<file path="src/logic/pmrc_pkg.sv">
// Shared constants for the power mode and reset control block
package pmrc_pkg;

  // ****************************************************************
  // Clock and timing
  // ****************************************************************
  localparam int CLK_MHZ               = 40;
  localparam int WAKE_SETTLE_TIME_US   = 200;
  localparam int UV_RESET_DELAY_US     = 1;
  // Times convert exactly to cycles; the UV reset delay never drops below one cycle
  localparam int WAKE_SETTLE_CYCLES    = WAKE_SETTLE_TIME_US * CLK_MHZ;
  localparam int UV_RESET_CYCLES_RAW   = UV_RESET_DELAY_US * CLK_MHZ;
  localparam int UV_RESET_CYCLES       = (UV_RESET_CYCLES_RAW < 1) ? 1 : UV_RESET_CYCLES_RAW;

  // ****************************************************************
  // Frame layout and reset values
  // ****************************************************************
  localparam int FRAME_W               = 16;
  localparam int CMD_WAKE_POS          = 0;
  localparam int STANDBY_COMMAND_BIT_POS           = 1;
  localparam int CMD_RST_POS           = 2;
  localparam int CHAN_W                = 8;
  localparam logic [7:0] CHAN_RESET    = 8'h00;
  localparam logic [7:0] DIAG_RESET    = 8'h00;
  localparam logic [15:0] BANK_RESET   = 16'h0000;

  // ****************************************************************
  // Power states
  // ****************************************************************
  typedef enum logic [2:0] {
    PM_RESET  = 3'h1,
    PM_SLEEP  = 3'h2,
    PM_ACTIVE = 3'h4
  } pmrc_state_t;

endpackage

</file>
<file path="src/logic/pmrc_settle_timer.sv">
// Down counter timing the wake settle interval
module pmrc_settle_timer #(
  parameter int CYCLES = 8000
) (
  input  wire logic clock,
  input  wire logic rst_n,
  input  wire logic clear,
  input  wire logic start,
  output logic      busy
);

  localparam int CW = $clog2(CYCLES + 1);

  logic [CW-1:0] cnt_q;
  logic [CW-1:0] cnt_d;

  always_comb begin
    cnt_d = cnt_q;
    if (clear) begin
      cnt_d = '0;
    end else if (start) begin
      cnt_d = CW'(CYCLES);
    end else if (cnt_q != '0) begin
      cnt_d = cnt_q - CW'(1);
    end
  end

  always_ff @(posedge clock or negedge rst_n) begin
    if (!rst_n) begin
      cnt_q <= '0;
    end else begin
      cnt_q <= cnt_d;
    end
  end

  assign busy = (cnt_q != '0);

endmodule

</file>
<file path="src/logic/pmrc_top.sv">
// Power state, undervoltage and command reset control
// What this block does
// RULE1 - After supply start, registers hold defaults and the device sleeps.
// RULE2 - A frame with the wake bit set moves sleep to active.
// RULE3 - A frame with the standby bit set moves active back to sleep.
// RULE4 - Host sends no frame during the wake settle time after waking.
// RULE5 - Frames arriving during the wake settle interval are discarded.
// RULE6 - Shift path and daisy chain pass-through work whenever logic supply is good.
// RULE7 - Entering sleep clears the register banks to defaults.
// RULE8 - Sleep changes only by command bits or loss of logic supply; here battery supply loss also forces reset.
// RULE9 - Any reset turns all channels off and restores register defaults.
// RULE10 - After any reset the frame error flag is set and the device sleeps.
// RULE11 - In undervoltage reset with good logic supply, reads return flagged diagnostic frame.
// RULE12 - Undervoltage reset releases only when both supplies are good.
// RULE13 - Reset command bit clears register banks and diagnosis registers at once.
// RULE14 - Undervoltage on either supply asserts reset within one microsecond.
// RULE15 - Reset bit beats wake or standby in the same frame; device sleeps.
module pmrc_top #(
  parameter int WAKE_SETTLE_CYCLES = pmrc_pkg::WAKE_SETTLE_CYCLES
) (
  input  wire logic        clock,
  input  wire logic        reset_n,
  input  wire logic        battery_supply_ok,
  input  wire logic        logic_supply_ok,
  input  wire logic        frame_valid,
  input  wire logic [15:0] frame_data,
  input  wire logic        chain_in,
  input  wire logic [15:0] bank_write_data,
  input  wire logic        bank_write,
  input  wire logic [7:0]  diag_events,
  input  wire logic        error_flag_clear,
  output logic             chain_out,
  output logic             active_mode,
  output logic             in_uv_reset,
  output logic             settle_busy,
  output logic             frame_error_flag,
  output logic [7:0]       channel_on,
  output logic [15:0]      bank_q,
  output logic [7:0]       diag_q,
  output logic [15:0]      read_frame,
  output logic             frame_taken,
  output logic             frame_dropped
);

  // ****************************************************************
  // Reset release and pin synchronisers
  // ****************************************************************
  logic [1:0] rst_sync_q;
  logic       rst_n;
  logic [1:0] bat_sync_q;
  logic [1:0] log_sync_q;
  logic [1:0] chain_sync_q;

  always_ff @(posedge clock or negedge reset_n) begin
    if (!reset_n) begin
      rst_sync_q <= 2'h0;
    end else begin
      rst_sync_q <= {rst_sync_q[0], 1'b1};
    end
  end
  assign rst_n = rst_sync_q[1];

  always_ff @(posedge clock or negedge rst_n) begin
    if (!rst_n) begin
      bat_sync_q   <= 2'h0;
      log_sync_q   <= 2'h0;
      chain_sync_q <= 2'h0;
    end else begin
      bat_sync_q   <= {bat_sync_q[0], battery_supply_ok};
      log_sync_q   <= {log_sync_q[0], logic_supply_ok};
      chain_sync_q <= {chain_sync_q[0], chain_in};
    end
  end

  logic bat_ok;
  logic log_ok;
  assign bat_ok = bat_sync_q[1];
  assign log_ok = log_sync_q[1];

  // ****************************************************************
  // Frame decode
  // ****************************************************************
  logic cmd_wake;
  logic standby_command_bit;
  logic cmd_rst;
  logic uv_now;
  assign cmd_wake = frame_data[pmrc_pkg::CMD_WAKE_POS];
  assign standby_command_bit  = frame_data[pmrc_pkg::STANDBY_COMMAND_BIT_POS];
  assign cmd_rst  = frame_data[pmrc_pkg::CMD_RST_POS];
  // Undervoltage reset held until both supplies good; synchroniser delay 2 cycles < 1 us
  assign uv_now   = !(bat_ok && log_ok); // RULE12 RULE14

  logic busy;
  logic accept;
  assign accept = frame_valid && log_ok && !busy && !uv_now; // RULE5

  // ****************************************************************
  // Power state machine
  // ****************************************************************
  pmrc_pkg::pmrc_state_t state_q;
  pmrc_pkg::pmrc_state_t state_d;
  logic                  reset_event;
  logic                  wake_go;
  logic                  stb_go;
  logic                  wake_start;

  // Reset from the supplies or from the command bit
  assign reset_event = uv_now || (accept && cmd_rst); // RULE9 RULE13
  // Reset bit wins over wake and standby in the same frame
  assign wake_go     = accept && cmd_wake && !cmd_rst; // RULE15
  assign stb_go      = accept && standby_command_bit && !cmd_rst; // RULE15
  assign wake_start  = wake_go && (state_q == pmrc_pkg::PM_SLEEP); // RULE2

  always_comb begin
    state_d = state_q;
    case (state_q)
      pmrc_pkg::PM_RESET: begin
        if (!uv_now) begin
          state_d = pmrc_pkg::PM_SLEEP; // RULE1 RULE10
        end
      end
      pmrc_pkg::PM_SLEEP: begin
        if (wake_go) begin
          state_d = pmrc_pkg::PM_ACTIVE; // RULE2 RULE8
        end
      end
      pmrc_pkg::PM_ACTIVE: begin
        if (stb_go) begin
          state_d = pmrc_pkg::PM_SLEEP; // RULE3 RULE8
        end
      end
      default: begin
        state_d = pmrc_pkg::PM_RESET;
      end
    endcase
    if (uv_now) begin
      state_d = pmrc_pkg::PM_RESET; // RULE12 RULE14
    end else if (accept && cmd_rst) begin
      state_d = pmrc_pkg::PM_SLEEP; // RULE10 RULE15
    end
  end

  always_ff @(posedge clock or negedge rst_n) begin
    if (!rst_n) begin
      state_q <= pmrc_pkg::PM_RESET;
    end else begin
      state_q <= state_d;
    end
  end

  // ****************************************************************
  // Wake settle timer
  // ****************************************************************
  pmrc_settle_timer #(
    .CYCLES(WAKE_SETTLE_CYCLES)
  ) u_settle (
    .clock(clock),
    .rst_n(rst_n),
    .clear(reset_event),
    .start(wake_start),
    .busy (busy)
  );

  // ****************************************************************
  // Channels, register bank, diagnosis and error flag
  // ****************************************************************
  logic [7:0]  chan_d;
  logic [15:0] bank_d;
  logic [7:0]  diag_d;
  logic        flag_d;
  logic        plain_frame;

  // Frame without command bits carries channel settings
  assign plain_frame = accept && !cmd_wake && !standby_command_bit && !cmd_rst;

  always_comb begin
    chan_d = channel_on;
    bank_d = bank_q;
    diag_d = diag_q | diag_events;
    flag_d = frame_error_flag;
    if (error_flag_clear) begin
      flag_d = 1'b0;
    end
    if (reset_event) begin
      chan_d = pmrc_pkg::CHAN_RESET; // RULE9
      bank_d = pmrc_pkg::BANK_RESET; // RULE9 RULE13
      diag_d = pmrc_pkg::DIAG_RESET; // RULE13
      flag_d = 1'b1; // RULE10
    end else if ((state_q != pmrc_pkg::PM_ACTIVE) || stb_go) begin
      chan_d = pmrc_pkg::CHAN_RESET; // RULE7
      bank_d = pmrc_pkg::BANK_RESET; // RULE7
    end else begin
      if (bank_write) begin
        bank_d = bank_write_data;
      end
      if (plain_frame) begin
        chan_d = frame_data[15:8];
      end
    end
  end

  // ****************************************************************
  // Output registers
  // ****************************************************************
  logic        active_d;
  logic        uv_d;
  logic        busy_d;
  logic        taken_d;
  logic        dropped_d;
  logic        chain_d;
  logic [15:0] read_d;

  always_comb begin
    active_d  = (state_d == pmrc_pkg::PM_ACTIVE);
    uv_d      = uv_now;
    busy_d    = busy;
    taken_d   = accept;
    dropped_d = frame_valid && !accept; // RULE5
    chain_d   = 1'b0;
    if (log_ok) begin
      chain_d = chain_sync_q[1]; // RULE6
    end
    // Diagnostic frame: flag on top, diagnosis in the low byte
    read_d    = {frame_error_flag, 7'h00, diag_q}; // RULE11
  end

  always_ff @(posedge clock or negedge rst_n) begin
    if (!rst_n) begin
      channel_on       <= pmrc_pkg::CHAN_RESET; // RULE1
      bank_q           <= pmrc_pkg::BANK_RESET; // RULE1
      diag_q           <= pmrc_pkg::DIAG_RESET;
      frame_error_flag <= 1'b1; // RULE10
      active_mode      <= 1'b0;
      in_uv_reset      <= 1'b1;
      settle_busy      <= 1'b0;
      frame_taken      <= 1'b0;
      frame_dropped    <= 1'b0;
      chain_out        <= 1'b0;
      read_frame       <= 16'h8000;
    end else begin
      channel_on       <= chan_d;
      bank_q           <= bank_d;
      diag_q           <= diag_d;
      frame_error_flag <= flag_d;
      active_mode      <= active_d;
      in_uv_reset      <= uv_d;
      settle_busy      <= busy_d;
      frame_taken      <= taken_d;
      frame_dropped    <= dropped_d;
      chain_out        <= chain_d;
      read_frame       <= read_d;
    end
  end

  // ****************************************************************
  // Assertions
  // ****************************************************************
  a_uv_forces_reset: assert property (@(posedge clock) disable iff (!rst_n) // RULE14
    uv_now |=> (state_q == pmrc_pkg::PM_RESET))
    else $error("undervoltage did not enter reset");

  a_wake_to_active: assert property (@(posedge clock) disable iff (!rst_n) // RULE2
    (wake_start && !uv_now) |=> (state_q == pmrc_pkg::PM_ACTIVE))
    else $error("wake command did not reach active");

  a_stb_to_sleep: assert property (@(posedge clock) disable iff (!rst_n) // RULE3
    (stb_go && !cmd_wake && (state_q == pmrc_pkg::PM_ACTIVE))
    |=> (state_q == pmrc_pkg::PM_SLEEP))
    else $error("standby command did not reach sleep");

  a_reset_sets_flag: assert property (@(posedge clock) disable iff (!rst_n) // RULE10
    reset_event |=> frame_error_flag)
    else $error("frame error flag not set after reset");

  a_reset_clears_all: assert property (@(posedge clock) disable iff (!rst_n) // RULE9 RULE13
    reset_event |=> ((channel_on == pmrc_pkg::CHAN_RESET)
                     && (bank_q == pmrc_pkg::BANK_RESET)
                     && (diag_q == pmrc_pkg::DIAG_RESET)))
    else $error("reset left state behind");

  a_drop_in_settle: assert property (@(posedge clock) disable iff (!rst_n) // RULE5
    (frame_valid && busy) |=> !frame_taken)
    else $error("frame taken during settle time");

  a_rst_beats_wake: assert property (@(posedge clock) disable iff (!rst_n) // RULE15
    (accept && cmd_rst) |=> (state_q == pmrc_pkg::PM_SLEEP))
    else $error("reset command did not end in sleep");

  a_sleep_clears_bank: assert property (@(posedge clock) disable iff (!rst_n) // RULE7
    (stb_go && (state_q == pmrc_pkg::PM_ACTIVE)) |=> (bank_q == pmrc_pkg::BANK_RESET))
    else $error("bank not cleared on sleep entry");

  a_chain_follow: assert property (@(posedge clock) disable iff (!rst_n) // RULE6
    log_ok |=> (chain_out == $past(chain_sync_q[1])))
    else $error("chain output does not follow input");

endmodule

</file>
<file path="config.mk">
export PLATFORM = sky130hd
export DESIGN_NAME = pmrc_top
export DESIGN_NICKNAME = d
export VERILOG_FILES = /design/src/logic/pmrc_pkg.sv /design/src/logic/pmrc_settle_timer.sv /design/src/logic/pmrc_top.sv
export SDC_FILE = /design/constraint.sdc
export NUM_CORES = 1
export LEC_CHECK = 0
export BUFFER_PORTS_ARGS = -buffer_cell sky130_fd_sc_hd__buf_2
export CAP_MARGIN = 20
export CORE_ASPECT_RATIO = 1.25
export CORE_MARGIN = 3
export CORE_UTILIZATION = 50
export CTS_CLUSTER_DIAMETER = 30
export DETAILED_ROUTE_END_ITERATION = 16
export PLACE_DENSITY = 0.8
export SYNTH_ARGS = -nofsm -noshare
export SYNTH_HDL_FRONTEND = slang
export SYNTH_HIERARCHICAL = 1
export SYNTH_SLANG_ARGS = --single-unit
</file>
<file path="constraint.sdc">
create_clock -name clock -period 3 [get_ports clock]
set_input_delay 0.3 -clock clock [delete_from_list [all_inputs] [get_ports clock]]
set_output_delay 0.3 -clock clock [all_outputs]
set_load 0.03 [all_outputs]
</file>
* Word level (Yosys, flattened, before mapping)
Cells that the tools add are included.
Word-level totals: bits in registers 72, latch bits 0, memory bits (writable) 0, memory bits (read-only) 0, input port bits 48, output and inout bits 55, word-level logic and storage cells 69, memories 0
Operators by class: add/sub/neg operators 1, multipliers 0, div/mod/pow operators 0, magnitude comparators 0, equal/unequal tests 5, shifts and indexed selects 0, muxes and demuxes 18, bitwise operators 1, reductions and logical operators 27
Operator list (number):
- $mux 16 | 3
- $mux 13 | 3
- $mux 8 | 4
- $logic_and 1x1->1 | 14
- $reduce_bool 13->1 | 1
- $sub 13x1->13 const B | 1
- $mux 3 | 4
- $pmux 3 s3 | 1
- $reduce_bool 3->1 | 3
- $or 8x8->8 | 1
- $eq 3x3->1 const B | 2
- $logic_not 1->1 | 6
- $eq 3x1->1 const B | 1
- $eq 3x2->1 const B | 1
- $mux 1 | 3
- $ne 3x3->1 const B | 1
- $logic_or 1x1->1 | 2
- $reduce_bool 2->1 | 1

* Logic depth before layout (Yosys ltp)
Gate-level depths: netlist (run 1).
word-level depth 11, mapped depth 14, depth with buffers taken out 11

* Cells and area by module
The synthesis (run 1) kept the hierarchy.
Modules (own cells, without submodules):
- pmrc_top | times used 1, cells an instance 168, area an instance 2233.4 um2, sequential area each 1481.4 um2
- pmrc_settle_timer | times used 1, cells an instance 75, area an instance 747.0 um2, sequential area each 325.3 um2

* Worst setup path before layout (run 1)
Ideal clock, no wire load.
kind reg-to-reg, start point reg u_settle.cnt_q[0], end point reg u_settle.cnt_q[5], library setup time 67 ps, arrival time 2594 ps, required time 2933 ps, setup slack 340 ps, cell stages (with the launch flop) 15, path buffers 4, clock period less this slack 2660 ps, cells stage by stage dfrtp_1 -> inv_1 -> ha_1 -> nor2b_1 -> nand4_1 -> buf_4 -> and4b_1 -> buf_6 -> a21oi_2 -> inv_1 -> buf_2 -> or2_2 -> clkbuf_1 -> nor2_1 -> a41o_1
Between the ends: cells in the longest elaborated chain, start to end 9, elaborated cells between the ends (all ways) 14, classes of those cells add/sub (1); mux (3); reduce/logical (10)
Ends and longest elaborated chain:
- start, declared | RTL line pmrc_settle_timer.sv:14 | logic [CW-1:0] cnt_q;
- start signal, assigned | RTL line pmrc_settle_timer.sv:32 | cnt_q <= cnt_d;
- $reduce_bool 13->1 * | RTL line pmrc_settle_timer.sv:36 | assign busy = (cnt_q != '0);
- named net busy | RTL line pmrc_top.sv:93 | logic busy;
- $logic_not 1->1 * | RTL line pmrc_top.sv:95 | assign accept = frame_valid && log_ok && !busy && !uv_now;
- $logic_and 1x1->1 * (2 in series) | RTL line pmrc_top.sv:95
- named net accept | RTL line pmrc_top.sv:94 | logic accept;
- $logic_and 1x1->1 (2 in series) | RTL line pmrc_top.sv:110 | assign wake_go = accept && cmd_wake && !cmd_rst;
- $logic_and 1x1->1 | RTL line pmrc_top.sv:112 | assign wake_start = wake_go && (state_q == pmrc_pkg::PM_SLEEP);
- $mux 13 | RTL line pmrc_settle_timer.sv:21 | end else if (start) begin
- $mux 13 | RTL line pmrc_settle_timer.sv:19 | if (clear) begin
Mark *: on every way through the listed nets, which the timed path passes. The rest lies on a longest branch. The select of a mux whose other input is x is not followed. A chain may end at the register's enable or synchronous reset.

* Final worst setup path (run 1)
start point reg u_settle.cnt_q[5], end point reg u_settle.cnt_q[4]
Between the ends: cells in the longest elaborated chain, start to end 9, elaborated cells between the ends (all ways) 12, classes of those cells mux (2); reduce/logical (10)
Ends and longest elaborated chain:
- $reduce_bool 13->1 * | RTL line pmrc_settle_timer.sv:36
- named net busy | RTL line pmrc_top.sv:93
- $logic_not 1->1 * | RTL line pmrc_top.sv:95
- $logic_and 1x1->1 * (2 in series) | RTL line pmrc_top.sv:95
- $logic_and 1x1->1 * (2 in series) | RTL line pmrc_top.sv:110
- $logic_and 1x1->1 * | RTL line pmrc_top.sv:112
- named net wake_start | RTL line pmrc_top.sv:105 | logic wake_start;
- $mux 13 | RTL line pmrc_settle_timer.sv:21
- $mux 13 | RTL line pmrc_settle_timer.sv:19
Mark *: on every way through the listed nets, which the timed path passes. The rest lies on a longest branch.

==> results.txt, run 1 <==
Area Overhead vs Synth -> 22.5%
Seq/Total Area, Yosys -> 60.6%
CTS Buf Count -> 9
Clock share of power -> 27.2%
Vias -> 2,084
CTS root buf -> clkbuf_8
Die area -> 0.00693 mm^2
DRC Markers -> 0
GP Congestion -> 0.864
Crit path DAT -> 2.72 ns
Die H -> 92.3 um
F_max -> 400 MHz
Largest net degree at the start of global routing -> 41
R2r setup slk -> 0.50 ns
Gr ovfl total -> 0
PD cells -> 633 mW/mm^2
Tot GR Track Use -> 16.9%
Fin crit share -> 83.4%
H-tree Lvls -> 3
NetSw -> 736 uW
Logic pwr share -> 24.3%
Leak -> 1.89 nW
Fill cells -> 433
Drt first-iter violations -> 92
Initial cell density of the core -> 53.3%
Vias in the first global route -> 2,062
Worst path required time -> 3.22 ns
Async S/R FF share, synth -> 100%
Most common cell after layout, fill and taps aside -> buf_2
Outcome -> finished, final reports clean
CP Max Fanout -> 7
Type of origin of the critical path -> flip-flop
Final Skew -> 0.00916 ns
Setup violations, final -> 0
First-pass GRT wire length -> 8980 um
Design Area, Final -> 0.00365 mm^2
IO Count -> 103
Seq pwr share -> 48.5%
Clock-pin slew on the worst setup and hold paths -> 0.07 ns
Post-Syn Area -> 0.00298 mm^2
Postcts setup bufs -> 0
CTS tree -> yes
Final Hold Viols -> 0
RSZ-0062 raised after global routing -> false
Hold Crit Depth -> 1
RR Endpoint -> u_settle/cnt_q[4]
First-pass DRT Iterations -> 4
Worst-margin pin slew -> 0.869 ns
Max Cap Viol -> 0
Core box area -> 0.00559 mm^2
Total wire length -> 5670 um
Initial antenna violation count -> 0
Antenna Diode Count -> 0
HPWL Detailed -> 4260 um
Post-synth EDFFs -> 0
WL/cell -> 13.8 um
Die W -> 75.1 um
CTS max path bufs -> 2
Tmin final -> 2.50 ns
Rows -> 30
Worst-case vdd ir drop -> 469 uV
HP Start -> logic_supply_ok
Routed Antenna Nets -> 0
Critical Path End Type -> flip-flop
Hold WC Path Type -> in2reg
Synth cell types -> 48
Synth Flop Type -> dfrtp_1
Synth warn -> 6
Dpl cell area -> 0.00348 mm^2
Flip-flop and latch count after synthesis -> 72
Hold EP -> log_sync_q[0]
Path depth of the worst reg2reg path -> 7
PortBufs -> 90
Nets -> 392
RR Startpoint -> u_settle/cnt_q[5]
Worst-Skew Late Latency -> 0.33 ns
Post-Syn Area per Cell -> 12.3 um^2
Clock Sinks -> 72
P_int -> 1.57 mW
Worst relative slew slack -> 42.1%
Commonest cells after routing, fill and taps aside -> buf_2, dfrtp_1, nor2_1
Switch share -> 31.9%
Slew Viols, Final -> 0
Share of cells above drive strength 1 -> 39.8%
Crit Path Category -> reg2reg
Total negative setup slack -> 0 ns
Mapped Cells -> 243
Drt via density -> 5.07
[critical path, stage by stage, from the launching register on]
cell and delay [ns]:
dfrtp_1 0.44, nor4_4 0.40, nand4_1 0.21, and4b_1 0.42
and4b_1 0.36, or2_2 0.25, nor2_1 0.06, a41o_1 0.24
[power by group through the flow]
stage | clock network [mW] | logic [mW] | registers [mW]
floorplan | 0 | 0.365 | 1.19
global placement | 0 | 0.547 | 1.13
detailed placement | 0 | 0.558 | 1.14
CTS | 0.659 | 0.561 | 1.12
global route | 0.700 | 0.619 | 1.13
finish | 0.629 | 0.560 | 1.12
[timing repair]
| item | 4_1_cts | 5_1_grt |
|---|---|---|
| gates resized for setup | 0 | 0 |
| endpoints found under the hold margin | 2 | 0 |
| hold buffers | 1 | 0 |
[layer usage]
| layer | vias up | GRT usage (%) | wire length (um) |
|---|---|---|---|
| met2 | 75 | 30.0 | 2920 |
| li1 | 1015 | - | - |
| met1 | 983 | 17.9 | 2250 |
| met4 | 0 | 7.42 | 100 |
| met5 | - | 0 | 0 |
| met3 | 11 | 5.10 | 397 |
[kinds of logic (layout without fill, tap and decap cells)]
| group | Yosys count | after routing | synth area share [%] |
|---|---|---|---|
| XOR/XNOR | 3 | 3 | 0.882 |
| AND/OR/NAND/NOR | 84 | 84 | 16.0 |
| buffers and inverters | 23 | 121 | 5.04 |
| flip-flops | 72 | 72 | 60.6 |
| AO/OA/AOI/OAI | 32 | 32 | 7.98 |
| other | 2 | 8 | 0.252 |
| adder cells (fa/ha/maj) | 2 | 2 | 0.839 |
| multiplexers | 25 | 25 | 8.40 |
[per-stage QoR]
stage / hold WS [ns] / setup WS, ns / utilization, % / power, mW / std cells
after detailed placement: 0.0870 / 0.556 / 62.1 / 1.70 / 394
after floorplan: 0.00441 / 0.340 / - / 1.55 / 249
after CTS: 0.0558 / 0.521 / 65.3 / 2.34 / 411
after global routing: 0.0601 / 0.335 / 65.3 / 2.45 / 411
final: 0.0767 / 0.497 / 65.3 / 2.31 / 411
after global placement: 0.0863 / 0.592 / 62.1 / 1.68 / 394
[Yosys cell counts (all sizes together) (2+ instances only)]
| cell | count | share of area [%] |
|---|---|---|
| dfstp | 4 | 3.5 |
| dfrtp | 68 | 57 |
| nand3 | 2 | 0.50 |
| xor2 | 2 | 0.59 |
| a41o | 3 | 1.0 |
| a31oi | 7 | 1.5 |
| o211ai | 2 | 0.97 |
| o21bai | 2 | 0.63 |
| conb | 2 | 0.25 |
| nand4 | 2 | 0.42 |
| and4b | 2 | 0.67 |
| buf | 15 | 4.0 |
| nand2 | 7 | 0.88 |
| mux2i | 25 | 8.4 |
| o21ai | 3 | 0.50 |
| a21oi | 8 | 1.5 |
| nor2 | 51 | 7.3 |
| nor2b | 4 | 0.84 |
| and2 | 3 | 0.63 |
| inv | 7 | 0.88 |
| nor4 | 3 | 1.8 |
| o31ai | 2 | 0.50 |
| ha | 2 | 0.84 |
[sequential cells by signal (all words and copies together), names as in the netlist]
signal / count
read_frame: 9
rst_sync_q: 2
log_sync_q: 2
frame_error_flag: 1
diag_q: 8
chain_sync_q: 2
in_uv_reset: 1
bat_sync_q: 2
active_mode: 1
channel_on: 8
settle_busy: 1
chain_out: 1
bank_q: 16
state_q: 3
frame_taken: 1
frame_dropped: 1
u_settle/cnt_q: 13
[worst max-delay path by stage]
stage	start	endpoint
after global placement	u_settle/cnt_q[5]	u_settle/cnt_q[7]
after floorplan	u_settle/cnt_q[0]	u_settle/cnt_q[5]
final	u_settle/cnt_q[5]	u_settle/cnt_q[4]
after detailed placement	u_settle/cnt_q[5]	u_settle/cnt_q[4]
after CTS	u_settle/cnt_q[5]	u_settle/cnt_q[7]
after global routing	u_settle/cnt_q[5]	u_settle/cnt_q[5]
[area by class of cell]
cell class	instances	area, um^2	area share (%)
Clock buffer	10	128	3.50
Clock inverter	6	37.5	1.03
Inverter	7	26.3	0.720
Multi-Input combinational cell	154	1050	28.6
Sequential cell	72	1810	49.5
Tap cell	64	80.1	2.19
Timing Repair Buffer	98	526	14.4
Note: power is estimated with default switching activity, not from simulation.
==> run 2, diff against run 1 <==
- ABC_AREA: not set -> 1
- CORE_UTILIZATION: 50 -> 46
- PLACE_DENSITY: 0.8 -> 0.76
- clock period: 3 -> 2 ns (I/O delays scaled with it)
==> results.txt, run 2 <==
Yosys top cell by area -> dfrtp_1 (unchanged)
Routed Antenna Nets -> 0 (unchanged)
Most common cell after layout, fill and taps aside -> buf_2 (unchanged)
Drt first-iter violations -> 109 (was 92)
Share of cells above drive strength 1 -> 39.1% (was 39.8%)
Vias -> 2,496 (was 2,084)
Nets -> 490 (was 392)
R2r setup slk -> 0.15 ns (was 0.50 ns)
Die H -> 100 um (was 92.3 um)
Tmin final -> 1.85 ns (was 2.50 ns)
Regs by FF count -> bank_q x16, u_settle/cnt_q x13, read_frame x9 (unchanged)
RR Startpoint -> u_settle/cnt_q[0] (was u_settle/cnt_q[5])
First-pass DRT Iterations -> 4 (unchanged)
Post-placement cell count -> 508 (was 394)
Post-Syn Area -> 0.00327 mm^2 (was 0.00298 mm^2)
Post-Syn Area per Cell -> 9.91 um^2 (was 12.3 um^2)
CTS Buf Count -> 9 (unchanged)
Synth cell types -> 32 (was 48)
Worst-Skew Late Latency -> 0.35 ns (was 0.33 ns)
Worst path slowest cell -> dfrtp_1 (unchanged)
Critical-path cell list -> inv_2 -> ha_4 -> nand2_2 -> nor2_8 -> nand3_4 -> inv_2 -> nand2_2 -> nor2_8 -> buf_6 -> nand2_2 -> nand2_4 -> buf_12 -> nor3_1 (was nor4_4 -> nand4_1 -> and4b_1 -> and4b_1 -> or2_2 -> nor2_1 -> a41o_1)
PD cells -> 1200 mW/mm^2 (was 633 mW/mm^2)
Clock-pin slew on the worst setup and hold paths -> 0.08 ns (was 0.07 ns)
Flip-flop and latch count after synthesis -> 72 (unchanged)
Hold EP -> frame_error_flag (was log_sync_q[0])
RR Endpoint -> bank_q[2] (was u_settle/cnt_q[4])
WL/cell -> 12.4 um (was 13.8 um)
CTS root buf -> clkbuf_8 (unchanged)
Max Cap Viol -> 0 (unchanged)
Leak -> 2.35 nW (was 1.89 nW)
Largest net degree at the start of global routing -> 51 (was 41)
Final Hold Viols -> 0 (unchanged)
Area Overhead vs Synth -> 26.6% (was 22.5%)
Crit path DAT -> 2.08 ns (was 2.72 ns)
Tot GR Track Use -> 17.8% (was 16.9%)
Area contributors post-synth -> dfrtp_1, nand2_1, nor2_1 (was dfrtp_1, mux2i_1, nor2_1)
DRC Markers -> 0 (unchanged)
First-pass GRT wire length -> 11,100 um (was 8980 um)
Hold Crit Depth -> 2 (was 1)
Commonest cells after routing, fill and taps aside -> buf_2, dfrtp_1, nand2_1 (was buf_2, dfrtp_1, nor2_1)
Worst setup margin -> 0.148 ns (was 0.497 ns)
Rows -> 33 (was 30)
CTS tree -> yes (unchanged)
Finished Layout Cells -> 532 (was 411)
HPWL Detailed -> 4930 um (was 4260 um)
Synth warn -> 6 (unchanged)
Outcome -> finished, final reports clean (unchanged)
CP dominant cell by count -> nand2_2 (was and4b_1)
Synth top cells by count -> dfrtp_1, nand2_1, nor2_1 (was dfrtp_1, nor2_1, mux2i_1)
Fill cells -> 589 (was 433)
Fin crit share -> 92.6% (was 83.4%)
Clock Sinks -> 72 (unchanged)
Final Skew -> 0.0114 ns (was 0.00916 ns)
Setup violations, final -> 0 (unchanged)
Vias in the first global route -> 2,499 (was 2,062)
Crit Path Category -> reg2reg (unchanged)
Yosys top cell area share -> 52.0% (was 57.1%)
Async S/R FF share, synth -> 100% (unchanged)
Path depth of the worst reg2reg path -> 13 (was 7)
Total power -> 4.98 mW (was 2.31 mW)
Most numerous cell in the Yosys netlist -> dfrtp_1 (unchanged)
Die area -> 0.00816 mm^2 (was 0.00693 mm^2)
Type of origin of the critical path -> flip-flop (unchanged)
Gr ovfl total -> 0 (unchanged)
GP Congestion -> 0.878 (was 0.864)
HP Start -> error_flag_clear (was logic_supply_ok)
Most flops, register -> bank_q (unchanged)
Number of flip-flops in the largest register -> 16 (unchanged)
DP Worst Slack -> -0.0321 ns (was 0.556 ns)
PortBufs -> 90 (unchanged)
Post-synth EDFFs -> 0 (unchanged)
IO Count -> 103 (unchanged)
H-tree Lvls -> 3 (unchanged)
CP Max Fanout -> 16 (was 7)
Core box area -> 0.00673 mm^2 (was 0.00559 mm^2)
Worst-case vdd ir drop -> 731 uV (was 469 uV)
Hold WC Path Type -> in2reg (unchanged)
Critical Path End Type -> flip-flop (unchanged)
CTS max path bufs -> 2 (unchanged)
Die W -> 81.4 um (was 75.1 um)
Seq/Total Area, Yosys -> 55.3% (was 60.6%)
Synth Flop Type -> dfrtp_1 (unchanged)
Worst path required time -> 2.23 ns (was 3.22 ns)
Drt via density -> 4.69 (was 5.07)
Initial antenna violation count -> 0 (unchanged)
F_max -> 540 MHz (was 400 MHz)
Initial cell density of the core -> 48.6% (was 53.3%)
Mapped Cells -> 330 (was 243)
Total wire length -> 6620 um (was 5670 um)
CP peak stage delay -> 0.40 ns (was 0.44 ns)
Slew Viols, Final -> 0 (unchanged)
Antenna Diode Count -> 0 (unchanged)
==> run 2: cell count changes after synthesis, moves of 7 or more <==
cell | before | now
a31oi_1 | 7 | 0
nor3_2 | 0 | 11
inv_1 | 7 | 38
mux2i_1 | 25 | 16
nand2_1 | 7 | 51
nand3_1 | 1 | 21
==> run 2: worst max-delay path by stage <==
stage,startpoint,end,cells past startpoint
4_1_cts,u_settle/cnt_q[1],bank_q[2],13
6_report,u_settle/cnt_q[0],bank_q[2],13
2_1_floorplan,u_settle/cnt_q[0],u_settle/cnt_q[11],17
3_3_place_gp,u_settle/cnt_q[1],u_settle/cnt_q[11],16
3_5_place_dp,u_settle/cnt_q[1],u_settle/cnt_q[11],16
5_1_grt,u_settle/cnt_q[0],u_settle/cnt_q[11],16
==> run 2: area by class of cell <==
| class | count | area (um^2) | share of cell area, % |
|---|---|---|---|
| tap | 87 | 109 | 2.63 |
| multi-input combinational | 206 | 1230 | 29.8 |
| clock inverter | 7 | 80.1 | 1.93 |
| sequential | 72 | 1810 | 43.7 |
| inverter | 45 | 170 | 4.11 |
| clock buffer | 9 | 124 | 2.99 |
| timing repair buffer | 106 | 613 | 14.8 |
==> run 2: worst max-delay path, delay by kind of cell (launching register included) <==
| family | cells | cell delay, ns |
|---|---|---|
| adder cells (fa/ha/maj) | 1 | 0.14 |
| AND/OR/NAND/NOR | 8 | 0.71 |
| buffers and inverters | 4 | 0.48 |
| flip-flops | 1 | 0.40 |
==> run 2: kinds of logic after synthesis <==
group | after synthesis | share of synthesized area (%)
multiplexers | 16 | 4.90
flip-flops | 72 | 55.3
other | 2 | 0.230
buffers and inverters | 58 | 8.57
XOR/XNOR | 1 | 0.268
AO/OA/AOI/OAI | 15 | 2.37
AND/OR/NAND/NOR | 164 | 27.6
adder cells (fa/ha/maj) | 2 | 0.765
==> run 2: metal layers <==
layer,wire length [um],up-vias,global-route usage (%)
met5,0,-,0
met4,148,0,9.36
met3,408,13,3.77
met2,3350,71,29.5
met1,2720,1174,21.4
li1,-,1238,-
==> run 2: where the power goes <==
part	switching, mW	internal, mW	leakage [nW]
logic	1.30	0.774	1.29
registers	0.134	1.62	0.949
clock network	0.565	0.590	0.102
total	2.00	2.98	2.35
==> run 2: repair_timing <==
item,in CTS,in global routing
hold buffers,4,0
setup endpoints to repair,5,39
buffers inserted,0,4
resized for setup,2,7
hold endpoints to repair,5,0
==> run 2: through the flow <==
step / setup TNS, ns / cell area (um^2) / hold slack [ns] / utilization, %
after floorplan: 0 / 3300 / -0.0956 / -
after global placement: 0 / 3830 / -0.0143 / 57.0
after detailed placement: -0.0321 / 3830 / -0.0118 / 57.0
after CTS: 0 / 4080 / 0.0314 / 60.7
after global routing: -0.0121 / 4140 / 0.0246 / 61.5
final: 0 / 4140 / 0.0475 / 61.5
==> run 3, diff against run 2 <==
- CORE_UTILIZATION: 46 -> 55
- PLACE_DENSITY: 0.76 -> 0.85
- clock period: 2 -> 2.3 ns (I/O delays scaled with it)
==> results.txt, run 3 (synthesis gave the netlist of run 2 again) <==
Die area -> 0.00691 mm^2 (was 0.00816 mm^2)
Area Overhead vs Synth -> 22.9% (was 26.6%)
RR Endpoint -> u_settle/cnt_q[11] (was bank_q[2])
PD cells -> 1060 mW/mm^2 (was 1200 mW/mm^2)
R2r setup slk -> 0.20 ns (was 0.15 ns)
Worst path depth -> 16 (was 13)
WL/cell -> 13.4 um (was 12.4 um)
Initial antenna violation count -> 0 (unchanged)
CP peak stage delay -> 0.38 ns (was 0.40 ns)
CTS max path bufs -> 2 (unchanged)
Cell family with most CP delay -> simple AND/OR/NAND/NOR gates (unchanged)
Path depth of the worst reg2reg path -> 16 (was 13)
Crit Path Category -> reg2reg (unchanged)
Clock Sinks -> 72 (unchanged)
Critical-path cell list -> inv_1 -> ha_1 -> nand2_1 -> nor2_8 -> nand3_4 -> inv_2 -> nand2_1 -> nor2_8 -> nand3_1 -> inv_1 -> nor2_1 -> nand3_2 -> nand2_2 -> inv_2 -> nand2_1 -> inv_1 (was inv_2 -> ha_4 -> nand2_2 -> nor2_8 -> nand3_4 -> inv_2 -> nand2_2 -> nor2_8 -> buf_6 -> nand2_2 -> nand2_4 -> buf_12 -> nor3_1)
Critical Path End -> u_settle/cnt_q[11] (was bank_q[2])
Leak -> 2.31 nW (was 2.35 nW)
Worst path required time -> 2.54 ns (was 2.23 ns)
Crit path buf inv count -> 5 (was 4)
Fin crit share -> 91.2% (was 92.6%)
First-pass GRT wire length -> 11,000 um (was 11,100 um)
RSZ-0062 raised after global routing -> false
H-tree Lvls -> 3 (unchanged)
Core box area -> 0.00559 mm^2 (was 0.00673 mm^2)
Total wire length -> 6720 um (was 6620 um)
Hold WC Path Type -> in2reg (unchanged)
Vias in the first global route -> 2,513 (was 2,499)
Regs by FF count -> bank_q x16, u_settle/cnt_q x13, read_frame x9 (unchanged)
CTS root buf -> clkbuf_8 (unchanged)
PortBufs -> 90 (unchanged)
Max Cap Viol -> 0 (unchanged)
Outcome -> finished, final reports clean (unchanged)
CP Max Fanout -> 6 (was 16)
Worst path slowest cell -> dfrtp_1 (unchanged)
DRC Markers -> 0 (unchanged)
Total negative setup slack -> 0 ns (unchanged)
WHS -> 0.0768 ns (was 0.0475 ns)
Tot GR Track Use -> 20.6% (was 17.8%)
Critical Path End Type -> flip-flop (unchanged)
First-pass DRT Iterations -> 4 (unchanged)
Worst-case vdd ir drop -> 719 uV (was 731 uV)
F_max -> 477 MHz (was 540 MHz)
CTS Buf Count -> 9 (unchanged)
Nets -> 484 (was 490)
Clock-pin slew on the worst setup and hold paths -> 0.07 ns (was 0.08 ns)
CTS tree -> yes (unchanged)
Type of origin of the critical path -> flip-flop (unchanged)
Rows -> 30 (was 33)
Initial cell density of the core -> 58.5% (was 48.6%)
Final Skew -> 0.00685 ns (was 0.0114 ns)
Most flops, register -> bank_q (unchanged)
Largest net degree at the start of global routing -> 39 (was 51)
Worst-Skew Late Latency -> 0.34 ns (was 0.35 ns)
Drt via density -> 5.04 (was 4.69)
Die W -> 75.0 um (was 81.4 um)
Tmin final -> 2.10 ns (was 1.85 ns)
HPWL Detailed -> 4820 um (was 4930 um)
Number of flip-flops in the largest register -> 16 (unchanged)
Vias -> 2,535 (was 2,496)
Final Hold Viols -> 0 (unchanged)
Setup violations, final -> 0 (unchanged)
RR Startpoint -> u_settle/cnt_q[1] (was u_settle/cnt_q[0])
Routed Antenna Nets -> 0 (unchanged)
Crit path from -> u_settle/cnt_q[1] (was u_settle/cnt_q[0])
IO Count -> 103 (unchanged)
Share of cells above drive strength 1 -> 36.7% (was 39.1%)
Crit path DAT -> 2.34 ns (was 2.08 ns)
Die H -> 92.2 um (was 100 um)
GP Congestion -> 0.867 (was 0.878)
Commonest cells after routing, fill and taps aside -> buf_2, dfrtp_1, nand2_1 (unchanged)
Most common cell after layout, fill and taps aside -> buf_2 (unchanged)
Drt first-iter violations -> 136 (was 109)
Gr ovfl total -> 0 (unchanged)
Antenna Diode Count -> 0 (unchanged)
Fill cells -> 374 (was 589)
Slew Viols, Final -> 0 (unchanged)
run 3: metal layers:
| layer | wire length, um | global-route usage (%) |
|---|---|---|
| met1 | 2690 | 24.9 |
| met2 | 3420 | 34.4 |
| met3 | 411 | 3.29 |
| met4 | 199 | 10.8 |
| met5 | 0 | 0 |
run 3: timing repair:
action / in CTS / in global routing
gates resized for setup: 0 / 1
hold endpoints to repair: 5 / 0
endpoints found under the setup margin: 0 / 1
buffers inserted: 0 / 0
hold buffers: 4 / 0
run 3: metrics by stage:
step           area, um^2  worst slack (ns)  power [mW]  utilization [%]  instances
2_1_floorplan        3290             0.153        2.88                -        336
3_3_place_gp         3770             0.275        3.16             67.4        483
3_5_place_dp         3770             0.180        3.25             67.4        483
4_1_cts              4020             0.187        4.27             71.8        503
5_1_grt              4020            0.0335        4.53             71.8        503
6_report             4020             0.203        4.25             71.8        503
run 3: layout make-up:
cell class	instances	area (um^2)	area share, %
inverter	45	170	4.24
clock inverter	5	55.1	1.37
timing repair buffer	100	548	13.6
clock buffer	11	151	3.77
sequential	72	1810	45.0
tap	64	80.1	1.99
multi-input combinational	206	1200	30.0
run 3: report_power, final:
| part | internal, mW | switching (mW) |
|---|---|---|
| Combinational | 0.607 | 1.11 |
| Sequential | 1.41 | 0.115 |
| Clock | 0.556 | 0.455 |
run 3: worst min-delay path by stage:
stage / from / end / slack (ns) / depth (start not counted)
floorplan: reset_n / rst_sync_q[0] / -0.07 / 0
global placement: reset_n / rst_sync_q[0] / 0.01 / 1
detailed placement: reset_n / rst_sync_q[0] / 0.02 / 1
CTS: error_flag_clear / frame_error_flag / 0.08 / 2
global route: error_flag_clear / frame_error_flag / 0.08 / 2
finish: error_flag_clear / frame_error_flag / 0.08 / 2
